===== src/design/srcl_consts.vh =====
// Constants shared by the serial ROM configuration loader
`ifndef SRCL_CONSTS_VH
`define SRCL_CONSTS_VH
`define SRCL_BITS_PER_BYTE 4'h8
`define SRCL_BIT_CNT_W 3
`define SRCL_BIT_LAST 3'h7
`define SRCL_BIT_ZERO 3'h0
`define SRCL_ADDR_ZERO 16'h0000
`define SRCL_ADDR_ONE 16'h0001
`define SRCL_ST_IDLE 2'h0
`define SRCL_ST_LOAD 2'h1
`define SRCL_ST_DONE 2'h2
`define SRCL_ST_ERROR 2'h3
`endif


===== src/design/srcl_buf2.v =====
// Two-entry valid/ready buffer between the byte packer and the memory writer
`timescale 1ns/100ps
module srcl_buf2 #(
    parameter WIDTH = 8
) (
    // Clock and reset
    input wire mclk,
    input wire rst,
    // Fill side
    input wire in_valid,
    output wire in_ready,
    input wire [WIDTH-1:0] in_data,
    // Drain side
    output wire out_valid,
    input wire out_ready,
    output wire [WIDTH-1:0] out_data
);
    reg [WIDTH-1:0] slot0;
    reg [WIDTH-1:0] slot1;
    reg [1:0] count;
    wire push;
    wire pop;

    // Full at two entries; a stalled drain holds the filler off
    assign in_ready = (count != 2'h2);
    assign out_valid = (count != 2'h0);
    assign out_data = slot0;
    assign push = in_valid && in_ready;
    assign pop = out_valid && out_ready;

    // Slot 0 is always the head; slot 1 shifts down on a pop
    always @(posedge mclk)
    begin
        if (rst)
        begin
            count <= 2'h0;
            slot0 <= {WIDTH{1'b0}};
            slot1 <= {WIDTH{1'b0}};
        end
        else
        begin
            case ({push, pop})
                2'b10:
                begin
                    if (count == 2'h0)
                        slot0 <= in_data;
                    else
                        slot1 <= in_data;
                    count <= count + 2'h1;
                end
                2'b01:
                begin
                    slot0 <= slot1;
                    count <= count - 2'h1;
                end
                2'b11:
                begin
                    if (count == 2'h1)
                        slot0 <= in_data;
                    else
                    begin
                        slot0 <= slot1;
                        slot1 <= in_data;
                    end
                end
                default:
                begin
                    count <= count;
                end
            endcase
        end
    end
endmodule // srcl_buf2


===== src/design/srcl_loader.v =====
// Serial boot-from-ROM configuration loader: strobe generation, bit packing, memory writes
`timescale 1ns/100ps
`include "srcl_consts.vh"
////////////////////////////////////////////////////////////////////////////////
// How it works
// - Serial bits are packed eight to a byte; each byte is written to config memory.
// - Link uses master clock in, strobe clock out, and one serial data line.
// - Strobe toggles at most once per master clock rise, so at most half its rate.
// - Each strobe rising edge samples one data bit and advances the address counter, except the release on leaving loading.
// - Strobe changes only on a detected master clock rising edge, except that leaving loading releases it at once.
// - Master clock idle phases run sequence steps and capture no data.
// - The data bit is taken at the end of the active master clock phase.
// - Logic is static: any length of master clock low stall is tolerated.
// - Strobe is open drain: driven low only while this device loads.
// - Identity mismatch or checksum error raises error output and stops loading.
module srcl_loader #(
    parameter ADDR_W = 16,
    parameter CONFIG_BYTES = 16'h0400
) (
    // System clock and reset
    input wire mclk,
    input wire rst,
    // Mode and sequence control
    input wire serial_rom_boot_mode,
    input wire start,
    input wire id_mismatch,
    input wire checksum_error,
    // Link pins
    input wire master_cfg_clk,
    input wire serial_config_data,
    input wire data_strobe_clock_in,
    output wire data_strobe_clock_out,
    output wire data_strobe_clock_oe,
    // Configuration memory write port
    output reg cfg_wr_en,
    output reg [ADDR_W-1:0] cfg_wr_addr,
    output reg [7:0] cfg_wr_data,
    input wire cfg_wr_ready,
    // Status
    output reg config_error_out,
    output reg config_done,
    output reg loading
);
    reg [1:0] state;
    reg [1:0] next_state;
    reg mck_s1;
    reg mck_s2;
    reg mck_prev;
    reg dat_s1;
    reg dat_s2;
    reg dsc_s1;
    reg dsc_s2;
    reg strobe_high;
    reg [`SRCL_BIT_CNT_W-1:0] bit_cnt;
    reg [7:0] shift;
    reg byte_valid;
    reg [ADDR_W-1:0] bit_addr;
    reg [ADDR_W-1:0] bytes_written;
    wire mck_rise;
    wire buf_in_ready;
    wire buf_out_valid;
    wire [7:0] buf_out_data;
    wire drain;
    wire fault;

    ////////////////////////////////////////////////////////////////////////////
    // Two-flop synchronisers for pins; the first stage feeds nothing else
    always @(posedge mclk)
    begin
        if (rst)
        begin
            mck_s1 <= 1'b0;
            mck_s2 <= 1'b0;
            mck_prev <= 1'b0;
            dat_s1 <= 1'b0;
            dat_s2 <= 1'b0;
            dsc_s1 <= 1'b1;
            dsc_s2 <= 1'b1;
        end
        else
        begin
            mck_s1 <= master_cfg_clk;
            mck_s2 <= mck_s1;
            mck_prev <= mck_s2;
            dat_s1 <= serial_config_data;
            dat_s2 <= dat_s1;
            dsc_s1 <= data_strobe_clock_in;
            dsc_s2 <= dsc_s1;
        end
    end

    // Edge of the master clock; a held-low clock simply yields no edges
    assign mck_rise = mck_s2 && !mck_prev;
    assign fault = id_mismatch || checksum_error;

    ////////////////////////////////////////////////////////////////////////////
    // Sequence state machine
    always @*
    begin
        next_state = state;
        case (state)
            `SRCL_ST_IDLE:
                if (start && serial_rom_boot_mode)
                    next_state = `SRCL_ST_LOAD;
            `SRCL_ST_LOAD:
                if (fault)
                    next_state = `SRCL_ST_ERROR;
                else if (bytes_written == CONFIG_BYTES[ADDR_W-1:0])
                    next_state = `SRCL_ST_DONE;
            `SRCL_ST_DONE:
                if (start)
                    next_state = `SRCL_ST_IDLE;
            default:
                next_state = `SRCL_ST_ERROR; // Stopped until reset
        endcase
    end

    always @(posedge mclk)
    begin
        if (rst)
        begin
            state <= `SRCL_ST_IDLE;
            config_error_out <= 1'b0;
            config_done <= 1'b0;
            loading <= 1'b0;
        end
        else
        begin
            state <= next_state;
            config_error_out <= (next_state == `SRCL_ST_ERROR);
            config_done <= (next_state == `SRCL_ST_DONE);
            loading <= (next_state == `SRCL_ST_LOAD);
        end
    end

    ////////////////////////////////////////////////////////////////////////////
    // Strobe: toggles only on a master clock rise, so at most half its rate.
    // Strobe is held high (bus released) outside loading and while the buffer
    // is full, so a slow memory never loses a byte.
    // A pulled-low strobe goes back up on the next rise together with its sample,
    // or at once on leaving loading; only the pull itself waits for buffer room, so a full buffer
    // can never strand the line low while bits keep arriving.
    always @(posedge mclk)
    begin
        if (rst)
            strobe_high <= 1'b1;
        else if (state != `SRCL_ST_LOAD)
            strobe_high <= 1'b1;
        else if (mck_rise && !strobe_high && dsc_s2 == 1'b0)
            strobe_high <= 1'b1;
        else if (mck_rise && strobe_high && buf_in_ready && !byte_valid)
            strobe_high <= 1'b0;
    end

    // Open drain: only pull low, only while this device loads
    assign data_strobe_clock_out = 1'b0;
    assign data_strobe_clock_oe = !strobe_high && (state == `SRCL_ST_LOAD);

    ////////////////////////////////////////////////////////////////////////////
    // Bit capture on the strobe low-to-high step, which falls at the end of
    // an active master clock phase; the line is read back to honour wired-OR.
    always @(posedge mclk)
    begin
        if (rst)
        begin
            bit_cnt <= `SRCL_BIT_ZERO;
            shift <= 8'h00;
            byte_valid <= 1'b0;
            bit_addr <= `SRCL_ADDR_ZERO;
        end
        else if (state != `SRCL_ST_LOAD)
        begin
            bit_cnt <= `SRCL_BIT_ZERO;
            byte_valid <= 1'b0;
        end
        else
        begin
            if (byte_valid && buf_in_ready)
                byte_valid <= 1'b0;
            if (mck_rise && !strobe_high && dsc_s2 == 1'b0 && !byte_valid)
            begin
                shift <= {shift[6:0], dat_s2};
                bit_addr <= bit_addr + `SRCL_ADDR_ONE;
                if (bit_cnt == `SRCL_BIT_LAST)
                begin
                    bit_cnt <= `SRCL_BIT_ZERO;
                    byte_valid <= 1'b1;
                end
                else
                    bit_cnt <= bit_cnt + 3'h1;
            end
        end
    end

    srcl_buf2 #(
        .WIDTH(8)
    ) u_buf (
        .mclk(mclk),
        .rst(rst),
        .in_valid(byte_valid),
        .in_ready(buf_in_ready),
        .in_data(shift),
        .out_valid(buf_out_valid),
        .out_ready(cfg_wr_ready),
        .out_data(buf_out_data)
    );

    assign drain = buf_out_valid && cfg_wr_ready;

    ////////////////////////////////////////////////////////////////////////////
    // Configuration memory writes, one byte per accepted word
    always @(posedge mclk)
    begin
        if (rst)
        begin
            cfg_wr_en <= 1'b0;
            cfg_wr_addr <= `SRCL_ADDR_ZERO;
            cfg_wr_data <= 8'h00;
            bytes_written <= `SRCL_ADDR_ZERO;
        end
        else
        begin
            cfg_wr_en <= drain;
            if (drain)
            begin
                cfg_wr_addr <= bytes_written;
                cfg_wr_data <= buf_out_data;
                bytes_written <= bytes_written + `SRCL_ADDR_ONE;
            end
            else if (state == `SRCL_ST_IDLE)
                bytes_written <= `SRCL_ADDR_ZERO;
        end
    end
endmodule // srcl_loader


===== config.mk =====
export PLATFORM = sky130hd
export DESIGN_NAME = srcl_loader
export DESIGN_NICKNAME = d
export VERILOG_FILES = /design/src/design/srcl_buf2.v /design/src/design/srcl_loader.v
export VERILOG_INCLUDE_DIRS = /design/src /design/src/design
export SDC_FILE = /design/constraint.sdc
export NUM_CORES = 1
export LEC_CHECK = 0
export BUFFER_PORTS_ARGS = -buffer_cell sky130_fd_sc_hd__buf_2
export CAP_MARGIN = 30
export CORE_UTILIZATION = 40
export DETAILED_ROUTE_END_ITERATION = 6
export GPL_ROUTABILITY_DRIVEN = 0
export GPL_TIMING_DRIVEN = 0
export PLACE_DENSITY = 0.62
export SLEW_MARGIN = 25
export SYNTH_ARGS = -nofsm -noshare
export SYNTH_HDL_FRONTEND = slang
export SYNTH_HIERARCHICAL = 1
export SYNTH_SLANG_ARGS = --single-unit
export TNS_END_PERCENT = 20

===== constraint.sdc =====
create_clock -name mclk -period 2.75 [get_ports mclk]
set_clock_uncertainty 0.15 [all_clocks]
set_input_delay 0.55 -clock mclk [delete_from_list [all_inputs] [get_ports mclk]]
set_output_delay 0.55 -clock mclk [all_outputs]
set_load 0.1 [all_outputs]

==> Implementation_results.wiki, run 1 <==
{| class="wikitable"
! Metric !! Value
|-
| Most used cells in the layout excluding fill and tap cells || sky130_fd_sc_hd__dfxtp_1 (84), sky130_fd_sc_hd__nand2_1 (60), sky130_fd_sc_hd__a21oi_1 (45)
|-
| I/O pin total || 40
|-
| Overall routed net length || 8260 um
|-
| Drt via density || 5.25
|-
| Total of flip-flops plus latches after synthesis || 84
|-
| Syn. warnings || 6
|-
| EDFF count, synth || 0
|-
| Detailed-routing iteration count for the pre-antenna-repair pass || 4
|-
| Hold Path Class || in2reg
|-
| Relative slew margins || 0.602
|-
| Post-synth top flop || sky130_fd_sc_hd__dfxtp_1
|-
| Antenna Cells || 0
|-
| Wire length of the first global-routing pass || 14,000 um
|-
| Final sum of negative setup slack || 0 ns
|-
| Final setup vio count || 0
|-
| Number of antenna violations at the first check in global routing || 0
|-
| Critical-path maximum fanout || 12
|-
| Number of post-CTS setup repair buffers || 0
|-
| Area growth from synthesis to layout || 14.1%
|-
| Type of destination of the critical path || flip-flop
|-
| Std-Cell Core Area || 8890 um2
|-
| Clock period minus final worst setup slack || 2.42 ns
|-
| DRC marker count from the first detailed-route iteration || 117
|-
| MaxCap Viol Count || 0
|-
| Post-synthesis average cell area || 8.80 um2
|-
| Max Clock Freq || 414 MHz
|-
| Final Hold Fails || 0
|-
| DRC violation count after routing || 0
|-
| Clock root buffer master || sky130_fd_sc_hd__clkbuf_8
|-
| Critical path launch point type || flip-flop
|-
| Congestion Overflow GR || 0
|-
| Horizontal extent of the die || 98.6 um
|-
| Overall via count from detail_route || 3,078
|-
| Post-synthesis cell type count || 58
|-
| Most common cell after layout, fill and taps aside || sky130_fd_sc_hd__dfxtp_1
|-
| Combined area of all synthesized cells || 3730 um2
|-
| Sequential-to-total area share from yosys stat || 0.451
|-
| Later-pin clock latency in the skew report || 0.37 ns
|-
| Count of standard-cell rows || 34
|-
| Number of standard cells after synthesis || 424
|-
| Tightest Pin Transition || 0.591 ns
|-
| Startpoint-to-endpoint class of the critical path || reg2reg
|-
| Hold_buf cts || 0
|-
| Die Y || 98.6 um
|-
| Final core area utilization || 0.478
|-
| Share of final-layout standard cells stronger than drive strength 1 || 0.186
|-
| CTS tree || done
|-
| PwrDens || 577 nW/um2
|-
| Clock sink count || 84
|-
| CP Data Required Time || 2.88 ns
|-
| Longest individual stage delay on the worst path || 0.40 ns
|-
| Share of async-settable or async-resettable flops after synthesis || 0
|-
| Max Root-Sink Buffers || 2
|-
| H-tree depth reported by CTS || 3
|-
| Total Die Area || 9720 um2
|-
| Number of max-slew violations in the final report || 0
|-
| Pin count of the biggest net entering global routing || 16
|-
| Outcome || finished clean
|-
| Ordered cell list for the critical path || inv_1 > ha_1 > nand2b_4 > inv_4 > buf_12 > ha_1 > and2b_1 > o211ai_1 > a311oi_1
|-
| Clk slew on worst S/H paths || 0.09 ns
|-
| Number of nets in the finished design || 495
|-
| WL per Instance || 14.1 um
|-
| Static Leak || 1.66 nW
|-
| Resized Gates After CTS || 0
|-
| DRT antenna net count || 0
|-
| Crit path arrival time || 2.54 ns
|-
| Fill count || 897
|-
| Tot GR Track Use || 0.181
|-
| IO Port Bufs || 38
|-
| Worst path most repeated cell || sky130_fd_sc_hd__ha_1
|-
| Slowest library cell on the worst path || sky130_fd_sc_hd__dfxtp_1
|-
| Post-Syn Nets || 446
|-
| RSZ-0062 raised after global routing || no
|-
| Placed wire-length estimate after detailed placement || 6090 um
|-
| Effective utilization at floorplan || 0.420
|-
| Number of global-route vias before repair || 2,919
|-
| Number of CTS-inserted buffers || 9
|-
| Final period utilization || 0.879
|-
| Max VDD drop || 0.233 mV
|}
-- report_power, final --
part	leakage, nW	internal (mW)	switching [mW]	total (mW)
combinational	0.885	0.0944	0.200	0.295
sequential	0.680	1.24	0.0194	1.26
clock	0.0935	0.428	0.468	0.896
total	1.66	1.77	0.688	2.45
-- worst paths after layout --
check | cells after the start | to | start | slack (ns)
max reg2reg | 9 | u_buf/out_data[6] | u_buf/count[0] | 0.33
min | 2 | dsc_s1 | data_strobe_clock_in | 0.21
max | 9 | u_buf/out_data[6] | u_buf/count[0] | 0.33
min reg2reg | 1 | dsc_s2 | dsc_s1 | 0.27
-- worst max-delay path, delay by kind of cell (launching register included) --
family / cells / cell delay, ns
and+or+nand+nor: 2 / 0.47
adders and majority gates: 2 / 0.60
AOI/OAI and AO/OA: 2 / 0.37
buffers and inverters: 3 / 0.34
DFF: 1 / 0.40
-- final cells by class --
class | count | area, um2 | share of cell area
Buffer | 29 | 176 | 0.0415
Multi-Input combinational cell | 299 | 1820 | 0.429
Clock inverter | 6 | 71.3 | 0.0168
Clock buffer | 10 | 128 | 0.0300
Sequential cell | 84 | 1680 | 0.395
Timing Repair Buffer | 38 | 190 | 0.0447
Tap cell | 108 | 135 | 0.0318
Inverter | 12 | 47.5 | 0.0112
-- cell families after synthesis --
| family | share of synthesized area |
|---|---|
| XOR/XNOR | 0.00235 |
| flip-flops | 0.451 |
| buffers and inverters | 0.0600 |
| other | 0.00101 |
| AND/OR/NAND/NOR | 0.232 |
| AO/OA/AOI/OAI | 0.178 |
| adder cells (fa/ha/maj) | 0.0403 |
| multiplexers | 0.0352 |
-- layer usage --
metal,GRT usage,part of all wire
met5,0,0
met4,0.0792,0.021
met3,0.0333,0.047
met2,0.285,0.46
met1,0.243,0.47
-- registers in the layout, indices dropped and copies added, names as in the netlist, 2 cells and up --
register	count
bit_cnt	3
bytes_written	16
cfg_wr_addr	16
cfg_wr_data	8
shift	8
state	2
u_buf/count	2
u_buf/out_data	8
u_buf/slot1	8
-- synthesized netlist by cell type, drive strengths merged (3+ instances only) --
library cell  number  share of area
nand3             16          0.025
clkbuf            15          0.015
or3                3         0.0050
inv               12          0.013
buf               14          0.032
nand2b             5          0.010
o21ai             26          0.038
a211oi             3         0.0060
or2                7          0.012
nand4              6          0.010
ha                12          0.040
nor2              30          0.030
o211ai            10          0.020
mux2i             12          0.032
a311oi            10          0.025
nor3              12          0.027
dfxtp             84           0.45
nand2             60          0.060
and2               5         0.0087
a21oi             45          0.060
nor2b              6          0.010
-- stage by stage --
stage	instances	power (mW)	instance area [um2]	hold slack (ns)	setup slack, ns
after global routing	586	2.56	4250	0.208	0.159
after global placement	570	1.58	4060	0.242	0.420
after floorplan	424	1.52	3730	0.239	0.284
after detailed placement	570	1.59	4060	0.250	0.351
final	586	2.45	4250	0.210	0.333
after CTS	586	2.48	4250	0.200	0.338
Note: power is estimated with default switching activity, not from simulation.
==> inputs of run 2 (changes only) <==
--- a/config.mk
+++ b/config.mk
@@ -9,9 +9,8 @@
 export BUFFER_PORTS_ARGS = -buffer_cell sky130_fd_sc_hd__buf_2
 export CAP_MARGIN = 30
-export CORE_UTILIZATION = 40
+export CORE_UTILIZATION = 58
 export DETAILED_ROUTE_END_ITERATION = 6
 export GPL_ROUTABILITY_DRIVEN = 0
-export GPL_TIMING_DRIVEN = 0
-export PLACE_DENSITY = 0.62
+export PLACE_DENSITY = 0.83
 export SLEW_MARGIN = 25
 export SYNTH_ARGS = -nofsm -noshare
==> constraint.sdc (replaced) <==
create_clock -name mclk -period 2.75 [get_ports mclk]
set_clock_uncertainty 0.15 [all_clocks]
set_input_delay 0.275 -clock mclk [delete_from_list [all_inputs] [get_ports mclk]]
set_output_delay 0.275 -clock mclk [all_outputs]
set_load 0.1 [all_outputs]
==> run 2 against run 1 <==
Critical path depth is 1 lower. First-iteration DRC count is 100% higher. Via count is 1.3% lower. Highest routed layer unchanged.
==> Implementation_results.wiki, run 2 (synthesized netlist as in run 1, its figures left out) <==
{| class="wikitable"
! Metric !! Value
|-
| Top Registers || bytes_written: 16 flops, cfg_wr_addr: 16 flops (unchanged)
|-
| Crit path arrival time || 2.55 ns (was 2.54 ns)
|-
| IO Port Bufs || 38 (unchanged)
|-
| Number of nets in the finished design || 472 (was 495)
|-
| Clk network pwr share || 0.380 (was 0.365)
|-
| Overall via count from detail_route || 3,039 (was 3,078)
|-
| Std-Cell Core Area || 6060 um2 (was 8890 um2)
|-
| Register-to-register path setup slack || 0.30 ns (was 0.33 ns)
|-
| Internal Pwr Total || 1.86 mW (was 1.77 mW)
|-
| Area growth from synthesis to layout || 10.4% (was 14.1%)
|-
| Effective utilization at floorplan || 0.615 (was 0.420)
|-
| Fill count || 491 (was 897)
|-
| Startpoint-to-endpoint class of the critical path || reg2reg (unchanged)
|-
| Horizontal extent of the die || 82.2 um (was 98.6 um)
|-
| Startpoint of the worst setup timing path || u_buf/count[0] (unchanged)
|-
| CTS tree || done (unchanged)
|-
| Number of antenna violations at the first check in global routing || 0 (unchanged)
|-
| Most common cell after layout, fill and taps aside || sky130_fd_sc_hd__dfxtp_1 (unchanged)
|-
| Overall routed net length || 7230 um (was 8260 um)
|-
| Tot GR Track Use || 0.229 (was 0.181)
|-
| Pin count of the biggest net entering global routing || 48 (was 16)
|-
| WL per Instance || 13.6 um (was 14.1 um)
|-
| Share of final-layout standard cells stronger than drive strength 1 || 0.176 (was 0.186)
|-
| PwrDens || 602 nW/um2 (was 577 nW/um2)
|-
| Hold-critical path endpoint || dat_s1 (was dsc_s1)
|-
| Number of CTS-inserted buffers || 9 (unchanged)
|-
| Clock root buffer master || sky130_fd_sc_hd__clkbuf_8 (unchanged)
|-
| Psw || 0.615 mW (was 0.688 mW)
|-
| Critical-path maximum fanout || 19 (was 12)
|-
| Number of post-CTS setup repair buffers || 0 (unchanged)
|-
| DRC marker count from the first detailed-route iteration || 234 (was 117)
|-
| Critical path launch point type || flip-flop (unchanged)
|-
| Outcome || finished clean (unchanged)
|-
| Number of max-slew violations in the final report || 0 (unchanged)
|-
| Share of power burned in registers || 0.510 (was 0.515)
|-
| H-tree depth reported by CTS || 3 (unchanged)
|-
| Total Die Area || 6760 um2 (was 9720 um2)
|-
| Antenna Cells || 0 (unchanged)
|-
| Final sum of negative setup slack || 0 ns (unchanged)
|-
| Static Leak || 1.61 nW (was 1.66 nW)
|-
| Wire length of the first global-routing pass || 11,900 um (was 14,000 um)
|-
| Die Y || 82.2 um (was 98.6 um)
|-
| RR Endpoint || u_buf/out_data[6] (unchanged)
|-
| Hold Path Class || in2reg (unchanged)
|-
| Clock period minus final worst setup slack || 2.45 ns (was 2.42 ns)
|-
| Relative slew margins || 0.604 (was 0.602)
|-
| Final setup vio count || 0 (unchanged)
|-
| Clock sink count || 84 (unchanged)
|-
| Max VDD drop || 0.415 mV (was 0.233 mV)
|-
| RSZ-0062 raised after global routing || no (unchanged)
|-
| Startpoint of the tightest hold check path || serial_config_data (was data_strobe_clock_in)
|-
| Count of standard-cell rows || 28 (was 34)
|-
| Later-pin clock latency in the skew report || 0.34 ns (was 0.37 ns)
|-
| Tightest Pin Transition || 0.595 ns (was 0.591 ns)
|-
| I/O pin total || 40 (unchanged)
|-
| Clk slew on worst S/H paths || 0.08 ns (was 0.09 ns)
|-
| Max Root-Sink Buffers || 2 (unchanged)
|-
| Final period utilization || 0.890 (was 0.879)
|-
| Worst reg-to-reg path cell count || 8 (was 9)
|-
| Placed wire-length estimate after detailed placement || 4980 um (was 6090 um)
|-
| Most used cells in the layout excluding fill and tap cells || sky130_fd_sc_hd__dfxtp_1 (84), sky130_fd_sc_hd__nand2_1 (60), sky130_fd_sc_hd__a21oi_1 (45) (unchanged)
|-
| DRT antenna net count || 0 (unchanged)
|-
| Type of destination of the critical path || flip-flop (unchanged)
|-
| DRC violation count after routing || 0 (unchanged)
|-
| Switching Share || 0.248 (was 0.280)
|-
| Cell depth of the worst min-delay path || 2 (unchanged)
|-
| Max Clock Freq || 409 MHz (was 414 MHz)
|-
| CP Data Required Time || 2.85 ns (was 2.88 ns)
|-
| Part of the total power dissipated in combinational logic || 0.109 (was 0.120)
|-
| Startpoint of the lowest-slack register-to-register path || u_buf/count[0] (unchanged)
|-
| Drt via density || 5.73 (was 5.25)
|-
| MaxCap Viol Count || 0 (unchanged)
|-
| Number of global-route vias before repair || 2,614 (was 2,919)
|-
| Final Hold Fails || 0 (unchanged)
|-
| Detailed-routing iteration count for the pre-antenna-repair pass || 4 (unchanged)
|-
| Congestion Overflow GR || 0 (unchanged)
|-
| Final core area utilization || 0.679 (was 0.478)
|}
==> run 2: cell types whose count changed in the layout (fill, tap and decap cells not counted), moves of 2 or more <==
cell / previous run / this run
sky130_fd_sc_hd__buf_6: 2 / 0
sky130_fd_sc_hd__dlygate4sd3_1: 0 / 2
sky130_fd_sc_hd__clkbuf_1: 15 / 2
sky130_fd_sc_hd__buf_2: 41 / 38
sky130_fd_sc_hd__buf_1: 3 / 0
sky130_fd_sc_hd__inv_6: 2 / 0
==> run 2: worst max-delay path by stage <==
stage                                 endpoint  slack, ns  cells after the start
after floorplan           data_strobe_clock_oe       0.56                      2
after global placement       u_buf/out_data[2]       0.50                      8
after detailed placement     u_buf/out_data[6]       0.36                      8
after CTS                    u_buf/out_data[6]       0.34                      8
after global routing         u_buf/out_data[5]       0.04                      8
final                        u_buf/out_data[6]       0.30                      8
==> run 2: repair_timing <==
action,CTS,global route
setup endpoints to repair,0,0
hold endpoints to repair,2,0
resized for setup,0,0
hold buffers,2,0
==> run 2: worst max-delay path, cell delays in order (launching register included) <==
cell	delay, ns
sky130_fd_sc_hd__dfxtp_1	0.40
sky130_fd_sc_hd__inv_1	0.09
sky130_fd_sc_hd__ha_1	0.26
sky130_fd_sc_hd__nand2b_4	0.23
sky130_fd_sc_hd__inv_4	0.22
sky130_fd_sc_hd__ha_1	0.34
sky130_fd_sc_hd__and2b_1	0.27
sky130_fd_sc_hd__o211ai_1	0.12
sky130_fd_sc_hd__a311oi_1	0.28
==> run 2: stage by stage <==
stage                     power (mW)  instance area (um2)  cells  hold slack, ns  worst slack (ns)
after detailed placement        1.56                 3880    512           0.250             0.362
after global placement          1.55                 3880    512           0.244             0.496
after global routing            2.57                 4120    530          0.0123            0.0392
after CTS                       2.49                 4120    530        0.000826             0.340
after floorplan                 1.52                 3730    424           0.229             0.559
final                           2.48                 4120    530         0.00143             0.303
==> run 2: routing by layer <==
| layer | up-vias | part of all wire | routed length, um | track usage |
|---|---|---|---|---|
| li1 | 1539 | - | - | - |
| met1 | 1437 | 0.49 | 3520 | 0.308 |
| met2 | 53 | 0.47 | 3400 | 0.355 |
| met3 | 10 | 0.027 | 195 | 0.0462 |
| met4 | 0 | 0.016 | 114 | 0.100 |
| met5 | - | 0 | 0 | 0 |
==> run 2: final cells by class <==
cell class,instances,area (um2),share of cell area
Timing Repair Buffer,44,253,0.0614
Inverter,12,47.5,0.0115
Sequential cell,84,1680,0.408
Multi-Input combinational cell,299,1820,0.443
Clock buffer,12,145,0.0352
Clock inverter,4,72.6,0.0176
Tap cell,75,93.8,0.0228
==> run 2: power groups by stage <==
stage / logic [mW] / registers, mW / clock network, mW
detailed placement: 0.266 / 1.29 / 0
global placement: 0.261 / 1.29 / 0
CTS: 0.269 / 1.26 / 0.959
floorplan: 0.188 / 1.33 / 0
finish: 0.271 / 1.26 / 0.943
global route: 0.295 / 1.27 / 1.01
